### src/tom_pkg.sv
// Constants, types and decoders shared by the touch output-mode logic
package tom_pkg;

   localparam longint unsigned CLK_HZ        = 64'd200_000_000;
   localparam longint unsigned TMO_SHORT_S   = 64'd10;
   localparam longint unsigned TMO_LONG_S    = 64'd60;
   localparam longint unsigned HB_PULSE_US   = 64'd300;
   localparam int              TMO_W         = 34;
   localparam int              HB_W          = 16;
   localparam logic [TMO_W-1:0] TMO_SHORT_CYC = TMO_W'(CLK_HZ * TMO_SHORT_S);
   localparam logic [TMO_W-1:0] TMO_LONG_CYC  = TMO_W'(CLK_HZ * TMO_LONG_S);
   localparam logic [HB_W-1:0]  HB_PULSE_CYC  = HB_W'((CLK_HZ / 64'd1_000_000) * HB_PULSE_US);

   localparam logic [15:0] GAIN_HIGH_DELTA = 16'h0006;
   localparam logic [15:0] GAIN_LOW_DELTA  = 16'h000c;
   localparam logic [15:0] HYST_PCT        = 16'h0011;
   localparam logic [15:0] PCT_DIV         = 16'h0064;
   localparam logic [1:0]  INTEG_LAST      = 2'h2;

   localparam logic [3:0]  ADDR_STATUS     = 4'h0;
   localparam logic [3:0]  ADDR_CONTROL    = 4'h4;
   localparam logic [3:0]  ADDR_RECAL_CNT  = 4'h8;
   localparam int          CTRL_RECAL_BIT  = 0;
   localparam int          ST_DETECT_BIT   = 0;
   localparam int          ST_OUT_BIT      = 1;
   localparam int          ST_HB_BIT       = 2;
   localparam int          ST_TOGGLE_BIT   = 3;
   localparam int          ST_MODE_LSB     = 4;
   localparam int          ST_GAIN_BIT     = 6;
   localparam int          ST_TAKEN_BIT    = 7;
   localparam int          ST_INTEG_LSB    = 8;
   localparam logic [1:0]  RESP_OKAY       = 2'h0;
   localparam logic [1:0]  RESP_SLVERR     = 2'h2;

   typedef enum logic [1:0]
   {
      TOM_LEVEL_10S  = 2'b00,
      TOM_LEVEL_60S  = 2'b01,
      TOM_TOGGLE_10S = 2'b10,
      TOM_LEVEL_INF  = 2'b11
   } tom_mode_e;

   typedef struct packed
   {
      logic [15:0] signal;
      logic [15:0] reference;
   } tom_burst_s;

   function automatic tom_mode_e tom_decode_mode(input logic strap_a, input logic strap_b);
      tom_mode_e m;
      m = TOM_LEVEL_10S;
      case ({strap_a, strap_b})
         2'b11:   m = TOM_LEVEL_10S;
         2'b10:   m = TOM_LEVEL_60S;
         2'b00:   m = TOM_TOGGLE_10S;
         default: m = TOM_LEVEL_INF;
      endcase
      return m;
   endfunction : tom_decode_mode

   function automatic logic [15:0] tom_hyst(input logic [15:0] delta);
      logic [31:0] p;
      p = 32'(delta) * 32'(HYST_PCT) / 32'(PCT_DIV);
      return p[15:0];
   endfunction : tom_hyst

endpackage : tom_pkg

### src/tom_output.sv
// Touch output stage: integrator, output modes, timeout, health pulse, AXI4-Lite registers
`timescale 1ns/1ps
module tom_output
   import tom_pkg::*;
#(
   parameter logic [TMO_W-1:0] TMO_SHORT_P = TMO_SHORT_CYC,
   parameter logic [TMO_W-1:0] TMO_LONG_P  = TMO_LONG_CYC,
   parameter logic [HB_W-1:0]  HB_PULSE_P  = HB_PULSE_CYC
)
(
   input  wire logic        aclk,
   input  wire logic        aresetn,
   input  wire logic        option_strap_a,
   input  wire logic        option_strap_b,
   input  wire logic        gain_high,
   input  wire logic        burst_valid,
   input  wire tom_burst_s  burst,
   output logic             sense_out,
   output logic             sense_oe_n,
   output logic             recal_req,
   input  wire logic [3:0]  s_axi_awaddr,
   input  wire logic        s_axi_awvalid,
   output logic             s_axi_awready,
   input  wire logic [31:0] s_axi_wdata,
   input  wire logic [3:0]  s_axi_wstrb,
   input  wire logic        s_axi_wvalid,
   output logic             s_axi_wready,
   output logic [1:0]       s_axi_bresp,
   output logic             s_axi_bvalid,
   input  wire logic        s_axi_bready,
   input  wire logic [3:0]  s_axi_araddr,
   input  wire logic        s_axi_arvalid,
   output logic             s_axi_arready,
   output logic [31:0]      s_axi_rdata,
   output logic [1:0]       s_axi_rresp,
   output logic             s_axi_rvalid,
   input  wire logic        s_axi_rready
);

   tom_mode_e   mode_reg;
   logic        gain_reg;
   logic        taken_reg;
   logic        detect_reg;
   logic [1:0]  integ_reg;
   logic        toggle_reg;
   logic        out_reg;
   logic        oe_n_reg;
   logic        recal_reg;
   logic [15:0] recal_cnt_reg;
   logic        aw_have_reg;
   logic        w_have_reg;
   logic [3:0]  aw_addr_reg;
   logic [31:0] w_data_reg;
   logic [3:0]  w_strb_reg;
   logic        bvalid_reg;
   logic [1:0]  bresp_reg;
   logic        rvalid_reg;
   logic [31:0] rdata_reg;
   logic [1:0]  rresp_reg;
   logic        tmo_run;
   logic        tmo_expire;
   logic        hb_run;
   logic        hb_expire;

   // Threshold, hysteresis and per-burst decision
   wire [15:0] gain_delta  = gain_reg ? GAIN_HIGH_DELTA : GAIN_LOW_DELTA;
   wire [16:0] thr_level   = {1'b0, burst.reference} + {1'b0, gain_delta};
   wire [16:0] drop_level  = thr_level - {1'b0, tom_hyst(gain_delta)};
   wire        raw_hit     = {1'b0, burst.signal} > thr_level;
   wire        below_drop  = {1'b0, burst.signal} < drop_level;
   wire        is_toggle   = (mode_reg == TOM_TOGGLE_10S);
   wire        is_infinite = (mode_reg == TOM_LEVEL_INF);
   wire        wr_fire     = aw_have_reg && w_have_reg && !bvalid_reg;
   wire        wr_ctrl     = wr_fire && (aw_addr_reg == ADDR_CONTROL) && w_strb_reg[0];
   wire        sw_recal    = wr_ctrl && w_data_reg[CTRL_RECAL_BIT];
   wire        recal_now   = tmo_expire || sw_recal;
   wire        confirm     = taken_reg && burst_valid && !detect_reg && raw_hit
                             && (integ_reg == INTEG_LAST) && !recal_now;
   wire        release_det = burst_valid && detect_reg && below_drop;
   wire [TMO_W-1:0] tmo_limit = (mode_reg == TOM_LEVEL_60S) ? TMO_LONG_P
                                                             : TMO_SHORT_P;
   wire        out_level   = is_toggle ? !toggle_reg : !detect_reg;

   // Power-up strap capture
   always_ff @(posedge aclk)
   begin
      if (!aresetn)
      begin
         taken_reg <= 1'b0;
         mode_reg  <= TOM_LEVEL_10S;
         gain_reg  <= 1'b0;
      end
      else if (!taken_reg)
      begin
         taken_reg <= 1'b1;
         mode_reg  <= tom_decode_mode(option_strap_a, option_strap_b);
         gain_reg  <= gain_high;
      end
   end

   // Detection integrator and hysteresis
   always_ff @(posedge aclk)
   begin
      if (!aresetn)
      begin
         detect_reg <= 1'b0;
         integ_reg  <= 2'h0;
      end
      else if (recal_now)
      begin
         detect_reg <= 1'b0;
         integ_reg  <= 2'h0;
      end
      else if (taken_reg && burst_valid)
      begin
         if (detect_reg)
            detect_reg <= !below_drop;
         else if (!raw_hit)
            integ_reg <= 2'h0;
         else if (confirm)
         begin
            detect_reg <= 1'b1;
            integ_reg  <= 2'h0;
         end
         else
            integ_reg <= integ_reg + 2'h1;
      end
   end

   // Toggle state, output level and recalibration pulse
   always_ff @(posedge aclk)
   begin
      if (!aresetn)
      begin
         toggle_reg    <= 1'b0;
         out_reg       <= 1'b1;
         oe_n_reg      <= 1'b0;
         recal_reg     <= 1'b0;
         recal_cnt_reg <= 16'h0000;
      end
      else
      begin
         if (confirm && is_toggle)
            toggle_reg <= !toggle_reg;
         out_reg   <= taken_reg ? out_level : 1'b1;
         oe_n_reg  <= hb_run;
         recal_reg <= recal_now;
         if (recal_now)
            recal_cnt_reg <= recal_cnt_reg + 16'h0001;
      end
   end

   // Max on-duration timer
   tom_timer #(.W(TMO_W)) u_tmo
   (
      .aclk    (aclk),
      .aresetn (aresetn),
      .start   (confirm && !is_infinite),
      .clear   (release_det || is_infinite || recal_now),
      .limit   (tmo_limit),
      .running (tmo_run),
      .expire  (tmo_expire)
   );

   // Health pulse timer
   tom_timer #(.W(HB_W)) u_hb
   (
      .aclk    (aclk),
      .aresetn (aresetn),
      .start   (burst_valid),
      .clear   (1'b0),
      .limit   (HB_PULSE_P),
      .running (hb_run),
      .expire  (hb_expire)
   );

   // AXI4-Lite slave
   wire [31:0] status_word = {22'h000000, integ_reg, taken_reg, gain_reg, mode_reg,
                              toggle_reg, oe_n_reg, out_reg, detect_reg};
   wire        rd_fire     = s_axi_arvalid && !rvalid_reg;
   wire        rd_hit      = (s_axi_araddr == ADDR_STATUS) || (s_axi_araddr == ADDR_CONTROL)
                             || (s_axi_araddr == ADDR_RECAL_CNT);
   wire [31:0] rd_mux      = (s_axi_araddr == ADDR_STATUS)    ? status_word :
                             (s_axi_araddr == ADDR_RECAL_CNT) ? {16'h0000, recal_cnt_reg} :
                             32'h00000000;
   wire        wr_hit      = (aw_addr_reg == ADDR_STATUS) || (aw_addr_reg == ADDR_CONTROL)
                             || (aw_addr_reg == ADDR_RECAL_CNT);

   always_ff @(posedge aclk)
   begin
      if (!aresetn)
      begin
         aw_have_reg <= 1'b0;
         w_have_reg  <= 1'b0;
         aw_addr_reg <= 4'h0;
         w_data_reg  <= 32'h00000000;
         w_strb_reg  <= 4'h0;
         bvalid_reg  <= 1'b0;
         bresp_reg   <= RESP_OKAY;
      end
      else
      begin
         if (s_axi_awvalid && !aw_have_reg)
         begin
            aw_have_reg <= 1'b1;
            aw_addr_reg <= s_axi_awaddr;
         end
         if (s_axi_wvalid && !w_have_reg)
         begin
            w_have_reg <= 1'b1;
            w_data_reg <= s_axi_wdata;
            w_strb_reg <= s_axi_wstrb;
         end
         if (wr_fire)
         begin
            aw_have_reg <= 1'b0;
            w_have_reg  <= 1'b0;
            bvalid_reg  <= 1'b1;
            bresp_reg   <= wr_hit ? RESP_OKAY : RESP_SLVERR;
         end
         else if (bvalid_reg && s_axi_bready)
            bvalid_reg <= 1'b0;
      end
   end

   always_ff @(posedge aclk)
   begin
      if (!aresetn)
      begin
         rvalid_reg <= 1'b0;
         rdata_reg  <= 32'h00000000;
         rresp_reg  <= RESP_OKAY;
      end
      else if (rd_fire)
      begin
         rvalid_reg <= 1'b1;
         rdata_reg  <= rd_mux;
         rresp_reg  <= rd_hit ? RESP_OKAY : RESP_SLVERR;
      end
      else if (rvalid_reg && s_axi_rready)
         rvalid_reg <= 1'b0;
   end

   assign s_axi_awready = !aw_have_reg;
   assign s_axi_wready  = !w_have_reg;
   assign s_axi_bvalid  = bvalid_reg;
   assign s_axi_bresp   = bresp_reg;
   assign s_axi_arready = !rvalid_reg;
   assign s_axi_rvalid  = rvalid_reg;
   assign s_axi_rdata   = rdata_reg;
   assign s_axi_rresp   = rresp_reg;
   assign sense_out     = out_reg;
   assign sense_oe_n    = oe_n_reg;
   assign recal_req     = recal_reg;

   logic [HB_W-1:0] hb_len;
   always_ff @(posedge aclk)
   begin
      if (!aresetn)
         hb_len <= '0;
      else
         hb_len <= oe_n_reg ? hb_len + HB_W'(1) : '0;
   end
endmodule : tom_output

### src/tom_timer.sv
// Cycle timer that runs for a given number of cycles and then pulses
`timescale 1ns/1ps
module tom_timer
   import tom_pkg::*;
#(
   parameter int W = 16
)
(
   input  wire logic         aclk,
   input  wire logic         aresetn,
   input  wire logic         start,
   input  wire logic         clear,
   input  wire logic [W-1:0] limit,
   output logic              running,
   output logic              expire
);

   logic [W-1:0] cnt_reg;
   logic         run_reg;
   logic         exp_reg;
   wire          last_cyc = run_reg && (cnt_reg == (limit - W'(1)));

   always_ff @(posedge aclk)
   begin
      if (!aresetn)
      begin
         cnt_reg <= '0;
         run_reg <= 1'b0;
         exp_reg <= 1'b0;
      end
      else
      begin
         exp_reg <= 1'b0;
         if (clear)
         begin
            cnt_reg <= '0;
            run_reg <= 1'b0;
         end
         else if (start)
         begin
            cnt_reg <= '0;
            run_reg <= 1'b1;
         end
         else if (last_cyc)
         begin
            run_reg <= 1'b0;
            exp_reg <= 1'b1;
         end
         else if (run_reg)
            cnt_reg <= cnt_reg + W'(1);
      end
   end

   assign running = run_reg;
   assign expire  = exp_reg;

endmodule : tom_timer
### config.mk
export PLATFORM = sky130hd
export DESIGN_NAME = tom_output
export DESIGN_NICKNAME = d
export VERILOG_FILES = /design/src/tom_pkg.sv /design/src/tom_output.sv /design/src/tom_timer.sv
export SDC_FILE = /design/constraint.sdc
export NUM_CORES = 1
export LEC_CHECK = 0
export BUFFER_PORTS_ARGS = -buffer_cell sky130_fd_sc_hd__buf_2
export CELL_PAD_IN_SITES_DETAIL_PLACEMENT = 1
export CELL_PAD_IN_SITES_GLOBAL_PLACEMENT = 1
export CORE_MARGIN = 2
export CORE_UTILIZATION = 46
export CTS_CLUSTER_SIZE = 24
export DETAILED_ROUTE_END_ITERATION = 8
export GPL_ROUTABILITY_DRIVEN = 0
export PLACE_DENSITY_LB_ADDON = 0.1
export REMOVE_ABC_BUFFERS = 1
export SYNTH_ARGS = -nofsm -noshare
export SYNTH_HDL_FRONTEND = slang
export SYNTH_SLANG_ARGS = --single-unit
### constraint.sdc
create_clock -name aclk -period 15.3 [get_ports aclk]
set_input_delay 3.06 -clock aclk [delete_from_list [all_inputs] [get_ports aclk]]
set_output_delay 3.06 -clock aclk [all_outputs]
set_load 0.01 [all_outputs]
==> results of run 1 <==
## where the power goes
group	total (mW)	internal [mW]	switching [mW]
Sequential	0.291	0.286	0.00460
Combinational	0.102	0.0416	0.0604
Clock	0.242	0.133	0.109
Total	0.635	0.461	0.174
## cells in the final DEF (no fill, tap or decap), types with 13 or more instances in the layout
master,n
xnor2_1,45
xor2_1,44
a21oi_1,19
nor3_1,15
and3_1,15
nand4_1,14
nor2b_1,20
nor4_2,29
nand3_1,36
ha_1,33
nor2_1,52
o21ai_0,21
inv_1,26
dfxtp_1,108
a21o_1,13
mux2i_1,15
conb_1,18
buf_2,78
nand2_1,61
and2_1,21
## per-stage QoR
| step | worst slack [ns] | util, % | std cells | hold WS [ns] | cell area [sq um] |
|---|---|---|---|---|---|
| floorplan | 7.291 | - | 757 | 0.4422 | 6784 |
| detailed placement | 7.095 | 49.46 | 1029 | 0.4561 | 7463 |
| finish | 7.498 | 51.50 | 1045 | 0.4583 | 7771 |
| CTS | 7.471 | 51.50 | 1045 | 0.4650 | 7771 |
| global route | 7.000 | 51.50 | 1045 | 0.4985 | 7771 |
| global placement | 7.154 | 49.46 | 1029 | 0.4462 | 7463 |
## logic make-up after synthesis
group | Yosys count | share of synthesized area, %
other | 1 | 0.05316
flip-flops | 108 | 30.65
adder cells (fa/ha/maj) | 35 | 6.137
XOR/XNOR | 92 | 11.94
buffers and inverters | 77 | 6.119
AND/OR/NAND/NOR | 338 | 29.39
AO/OA/AOI/OAI | 124 | 13.43
multiplexers | 16 | 2.288
## path summary, 6_finish.rpt
check	end	cells past startpoint
max reg2reg	u_tmo.expire	21
max	u_tmo.expire	22
min reg2reg	s_axi_rdata[13]	2
min	s_axi_rdata[13]	2
## routing by layer
layer / vias up / GRT usage [%] / wire length, microns
li1: 2929 / - / -
met1: 2829 / 27.41 / 8247
met2: 70 / 38.19 / 8243
met3: 12 / 4.174 / 463
met4: 0 / 4.848 / 176
met5: - / 0 / 0
## worst reg2reg max path, stage by stage, from the launching register on
cell	delay (ns)
dfxtp_1	0.55
ha_1	0.29
inv_1	0.06
ha_1	0.23
and2b_4	0.32
o21ai_2	0.08
xor2_1	0.36
nand3_1	0.28
nor3_4	0.40
nor3_1	0.09
a21oi_1	0.19
xnor2_1	0.15
ha_1	0.27
a21o_1	0.17
a21o_1	0.17
a21oi_1	0.21
o211ai_1	0.14
a221oi_1	0.40
nor2_1	0.15
a211oi_4	0.25
buf_4	0.53
nor4_2	0.14
## layout make-up
class / instances / area (sq um) / area share (%)
clock buffer: 10 / 239.0 / 3.075
clock inverter: 6 / 68.82 / 0.8855
inverter: 26 / 97.59 / 1.256
multi-input combinational: 623 / 4533 / 58.33
sequential: 108 / 2162 / 27.82
tap: 188 / 235.2 / 3.027
timing repair buffer: 84 / 435.4 / 5.603
==> impl_metrics.env, run 1 <==
export IMPL_ys_top_cells_by_area="dfxtp_1, ha_1, xnor2_1, xor2_1, nor4_2"
export IMPL_synth_top_area_share_pct=30.65
export IMPL_cts_hold_buf=0
export IMPL_syn_avg_cell_area_sq_um=8.918
export IMPL_finalMaxSlewViolations=0
export IMPL_crit_type="in2reg"
export IMPL_cts_buffers=9
export IMPL_grt_ovfl_total=0
export IMPL_synthFlopType="dfxtp_1"
export IMPL_regToRegSetupSlack_ns=9.72
export IMPL_r2r_start="gain_reg"
export IMPL_areaGrowthSynthToFinish_pct=10.16
export IMPL_power_density_nw_per_um2=81.67
export IMPL_grt_antenna_before_repair=0
export IMPL_drt_iter0_markers=200
export IMPL_synth_seq_cells=108
export IMPL_rows=45
export IMPL_hp_class="reg2reg"
export IMPL_vias=5840
export IMPL_max_freq_ghz=0.1282
export IMPL_io_pins=131
export IMPL_period_minus_slack_ns=7.802
export IMPL_slowest_delay_ns=0.53
export IMPL_wire_per_inst_microns=16.39
export IMPL_grt_pass1_wl_microns=29040
export IMPL_p_total_mw=0.6347
export IMPL_critPathBufInv=3
export IMPL_cp_start_kind="input port"
export IMPL_grt_usage_pct=21.65
export IMPL_viasPerCell=5.589
export IMPL_worstPathRequired_ns=15.49
export IMPL_rsz0062_at_grt="false"
export IMPL_status="finished clean"
export IMPL_insertion_delay_ns=0.35
export IMPL_antenna_left=0
export IMPL_crit_start="burst[1]"
export IMPL_yosysTopAreaCell="dfxtp_1"
export IMPL_worstHoldStart="s_axi_rdata[13]"
export IMPL_cts_setup_buffers=0
export IMPL_fin_skew_ns=0.008261
export IMPL_finalSetupTns_ns=0
export IMPL_clockBufferDepth=2
export IMPL_drive_above_1_share_pct=18.44
export IMPL_path_cells="buf_2 -> ha_1 -> inv_1 -> ha_1 -> and2b_4 -> o21ai_2 -> xor2_1 -> nand3_1 -> nor3_4 -> nor3_1 -> a21oi_1 -> xnor2_1 -> ha_1 -> a21o_1 -> a21o_1 -> a21oi_1 -> o211ai_1 -> a221oi_1 -> nor2_1 -> a211oi_4 -> buf_4 -> nor4_2"
export IMPL_synth_distinct_cells=80
export IMPL_firstDrtPassIters=4
export IMPL_cp_arrival_ns=8.00
export IMPL_finalCritPeriodShare_pct=50.99
export IMPL_leakage_nw=2.980
export IMPL_grt_max_degree=57
export IMPL_cap_violations=0
export IMPL_fillers=1808
export IMPL_antennaDiodeCount=0
export IMPL_yosysSeqAreaShare_pct=30.65
export IMPL_die_area_sq_um=16340
export IMPL_cts_sinks=108
export IMPL_die_h_microns=127.8
export IMPL_critPathMaxFanout=36
export IMPL_largest_register_ffs=34
export IMPL_num_nets_final=972
export IMPL_final_hold_violation_count=0
export IMPL_slew_headroom_pct=28.45
export IMPL_crit_path_frequent_cell="ha_1"
export IMPL_synth_edf_count=0
export IMPL_htree_levels=3
export IMPL_critPathTopFamily="compound AO/OA/AOI/OAI gates"
export IMPL_tritoncts="built"
export IMPL_die_w_microns=127.8
export IMPL_critical_path_slowest_cell="buf_4"
export IMPL_netlist_instances=791
export IMPL_port_buffer_count=78
export IMPL_async_reset_ff_share_pct=0
export IMPL_grt_pass1_vias=5958
export IMPL_post_cts_resized=0
export IMPL_core_sq_um=15090
export IMPL_path_clk_slew_ns=0.07
export IMPL_root_buffer="clkbuf_16"
export IMPL_setup_violations=0
export IMPL_worstSetupEndpointType="flip-flop"
export IMPL_ys_warn_count=0
export IMPL_tightest_slew_ns=1.070
export IMPL_synth_most_common_cell="dfxtp_1"
export IMPL_synthesis_area_sq_um=7054
export IMPL_yosys_top_cells_count="dfxtp_1, nand2_1, nor2_1, xnor2_1, xor2_1"
export IMPL_drt_total_wl_microns=17130
export IMPL_ir_drop_uv=54.84
export IMPL_dp_hpwl_microns=12790
export IMPL_drc=0
export IMPL_initial_core_util_pct=46.75
Power figures use the tool's default switching activity.
==> run 2: changes to the inputs <==
Settings changed: CORE_UTILIZATION 46 to 43.
Clock period 15.3 ns to 7.9 ns, I/O delays scaled along.
==> run 2 against run 1 <==
Compared with the run above:
- register-to-register slack worse by 7.4 ns
- sequential share of layout area down 0.13 points
- core utilization down 2.5 points
- hold slack better by 0.017 ns
- first-iteration DRC count up 16%
- combinational power up 94%
- critical path type unchanged
==> impl_metrics.env, run 2 (same netlist as run 1, synthesis figures left out) <==
export IMPL_status="finished clean"
export IMPL_post_place_cells=1058
export IMPL_largest_register_ffs=34
export IMPL_cts_setup_buffers=0
export IMPL_die_w_microns=132.1
export IMPL_post_cts_resized=0
export IMPL_drt_total_wl_microns=17760
export IMPL_antenna_left=0
export IMPL_htree_levels=3
export IMPL_period_minus_slack_ns=6.389
export IMPL_die_h_microns=132.1
export IMPL_areaGrowthSynthToFinish_pct=10.68
export IMPL_rsz0062_at_grt="false"
export IMPL_drive_above_1_share_pct=18.53
export IMPL_fin_skew_ns=0.009953
export IMPL_cts_sinks=108
export IMPL_antennaDiodeCount=0
export IMPL_r2r_start="gain_reg"
export IMPL_setup_violations=0
export IMPL_cp_arrival_ns=6.59
export IMPL_insertion_delay_ns=0.35
export IMPL_critical_path_slowest_cell="buf_4"
export IMPL_tightest_slew_ns=1.129
export IMPL_max_freq_ghz=0.1565
export IMPL_hp_class="reg2reg"
export IMPL_cap_violations=0
export IMPL_grt_usage_pct=20.75
export IMPL_num_nets_final=973
export IMPL_crit_type="in2reg"
export IMPL_multiInputGateArea_sq_um=4537
export IMPL_worstRegToRegCells=18
export IMPL_grt_antenna_before_repair=0
export IMPL_p_total_mw=1.217
export IMPL_hold_path_depth=2
export IMPL_vias=5897
export IMPL_grt_pass1_vias=6083
export IMPL_crit_path_frequent_cell="ha_1"
export IMPL_port_buffer_count=78
export IMPL_die_area_sq_um=17450
export IMPL_worstSetupEndpointType="flip-flop"
export IMPL_core_sq_um=15940
export IMPL_leakage_nw=2.973
export IMPL_path_cells="buf_2 -> ha_1 -> inv_1 -> ha_1 -> and2b_4 -> o21ai_2 -> xor2_1 -> nand3_1 -> nor3_4 -> nor3_1 -> a21oi_1 -> xnor2_1 -> ha_1 -> a21o_1 -> a21o_1 -> a21oi_1 -> o211ai_1 -> a221oi_1 -> nor2_1 -> a211oi_4 -> buf_4 -> nor4_1"
export IMPL_critPathMaxFanout=36
export IMPL_path_clk_slew_ns=0.07
export IMPL_final_hold_violation_count=0
export IMPL_drc=0
export IMPL_clockBufferDepth=2
export IMPL_slowest_delay_ns=0.52
export IMPL_fillers=1921
export IMPL_regToRegSetupSlack_ns=2.28
export IMPL_final_common_cell="dfxtp_1"
export IMPL_finalSetupTns_ns=0
export IMPL_hold_ws_ns=0.4757
export IMPL_grt_ovfl_total=0
export IMPL_io_pins=131
export IMPL_finalMaxSlewViolations=0
export IMPL_cts_buffers=9
export IMPL_grt_max_degree=57
export IMPL_finalCritPeriodShare_pct=80.87
export IMPL_tritoncts="built"
export IMPL_initial_core_util_pct=44.25
export IMPL_r2r_end="u_tmo.cnt_reg[28]"
export IMPL_grt_pass1_wl_microns=30340
export IMPL_viasPerCell=5.491
export IMPL_drt_iter0_markers=231
export IMPL_seqCellArea_sq_um=2162
export IMPL_wire_per_inst_microns=16.54
export IMPL_dp_hpwl_microns=13470
export IMPL_cts_hold_buf=0
export IMPL_root_buffer="clkbuf_16"
export IMPL_firstDrtPassIters=4
export IMPL_slew_headroom_pct=24.13
export IMPL_worstHoldStart="aw_addr_reg[2]"
export IMPL_worstPathRequired_ns=8.11
export IMPL_finalNonFillerCells=1074
export IMPL_rows=46
export IMPL_power_density_nw_per_um2=155.8
export IMPL_cp_start_kind="input port"
export IMPL_most_common_layout_cells="dfxtp_1, buf_2, nand2_1, nor2_1, xnor2_1"
export IMPL_ir_drop_uv=97.67
export IMPL_worstHoldEndpoint="s_axi_bresp[1]"
run 2: per-layer routing:
metal	GRT usage [%]	part of all wire (%)	vias up
li1	-	-	2918
met1	27.21	47	2874
met2	35.88	48	92
met3	3.422	3.0	13
met4	4.469	1.1	0
met5	0	0	-
run 2: worst max path at each step:
stage	start	end	slack (ns)	cells after the start
final	burst[1]	u_tmo.cnt_reg[28]	1.51	22
after CTS	burst[1]	u_tmo.cnt_reg[28]	1.52	22
after floorplan	burst[1]	u_tmo.cnt_reg[26]	1.37	20
after global routing	burst[1]	u_tmo.cnt_reg[28]	1.05	22
after detailed placement	burst[1]	u_tmo.cnt_reg[28]	1.15	22
after global placement	burst[1]	u_tmo.cnt_reg[26]	1.28	22
run 2: cell type report:
class	instances	area share, %
multi-input cells	623	58.11
flip-flops and latches	108	27.69
repair buffers	85	5.673
well taps	216	3.462
clock buffers	9	2.885
inverters	26	1.250
clock inverters	7	0.9295
run 2: worst max-delay path, delay by kind of cell:
family	cells	cell delay, ns
xor+xnor	2	0.51
buf+inv	3	0.71
compound gates	8	1.82
fa+ha+maj	3	0.69
simple gates	6	1.27
run 2: power breakdown:
part	switching, mW	internal, mW	total (mW)
Clock	0.208	0.247	0.455
Sequential	0.00860	0.554	0.563
Combinational	0.118	0.0804	0.198
run 2: stage by stage:
step,worst slack [ns],utilization (%),area (sq um)
global placement,1.283,47.10,7510
floorplan,1.371,-,6784
finish,1.511,48.97,7807
detailed placement,1.148,47.10,7510
CTS,1.521,48.97,7807
global route,1.049,48.97,7807
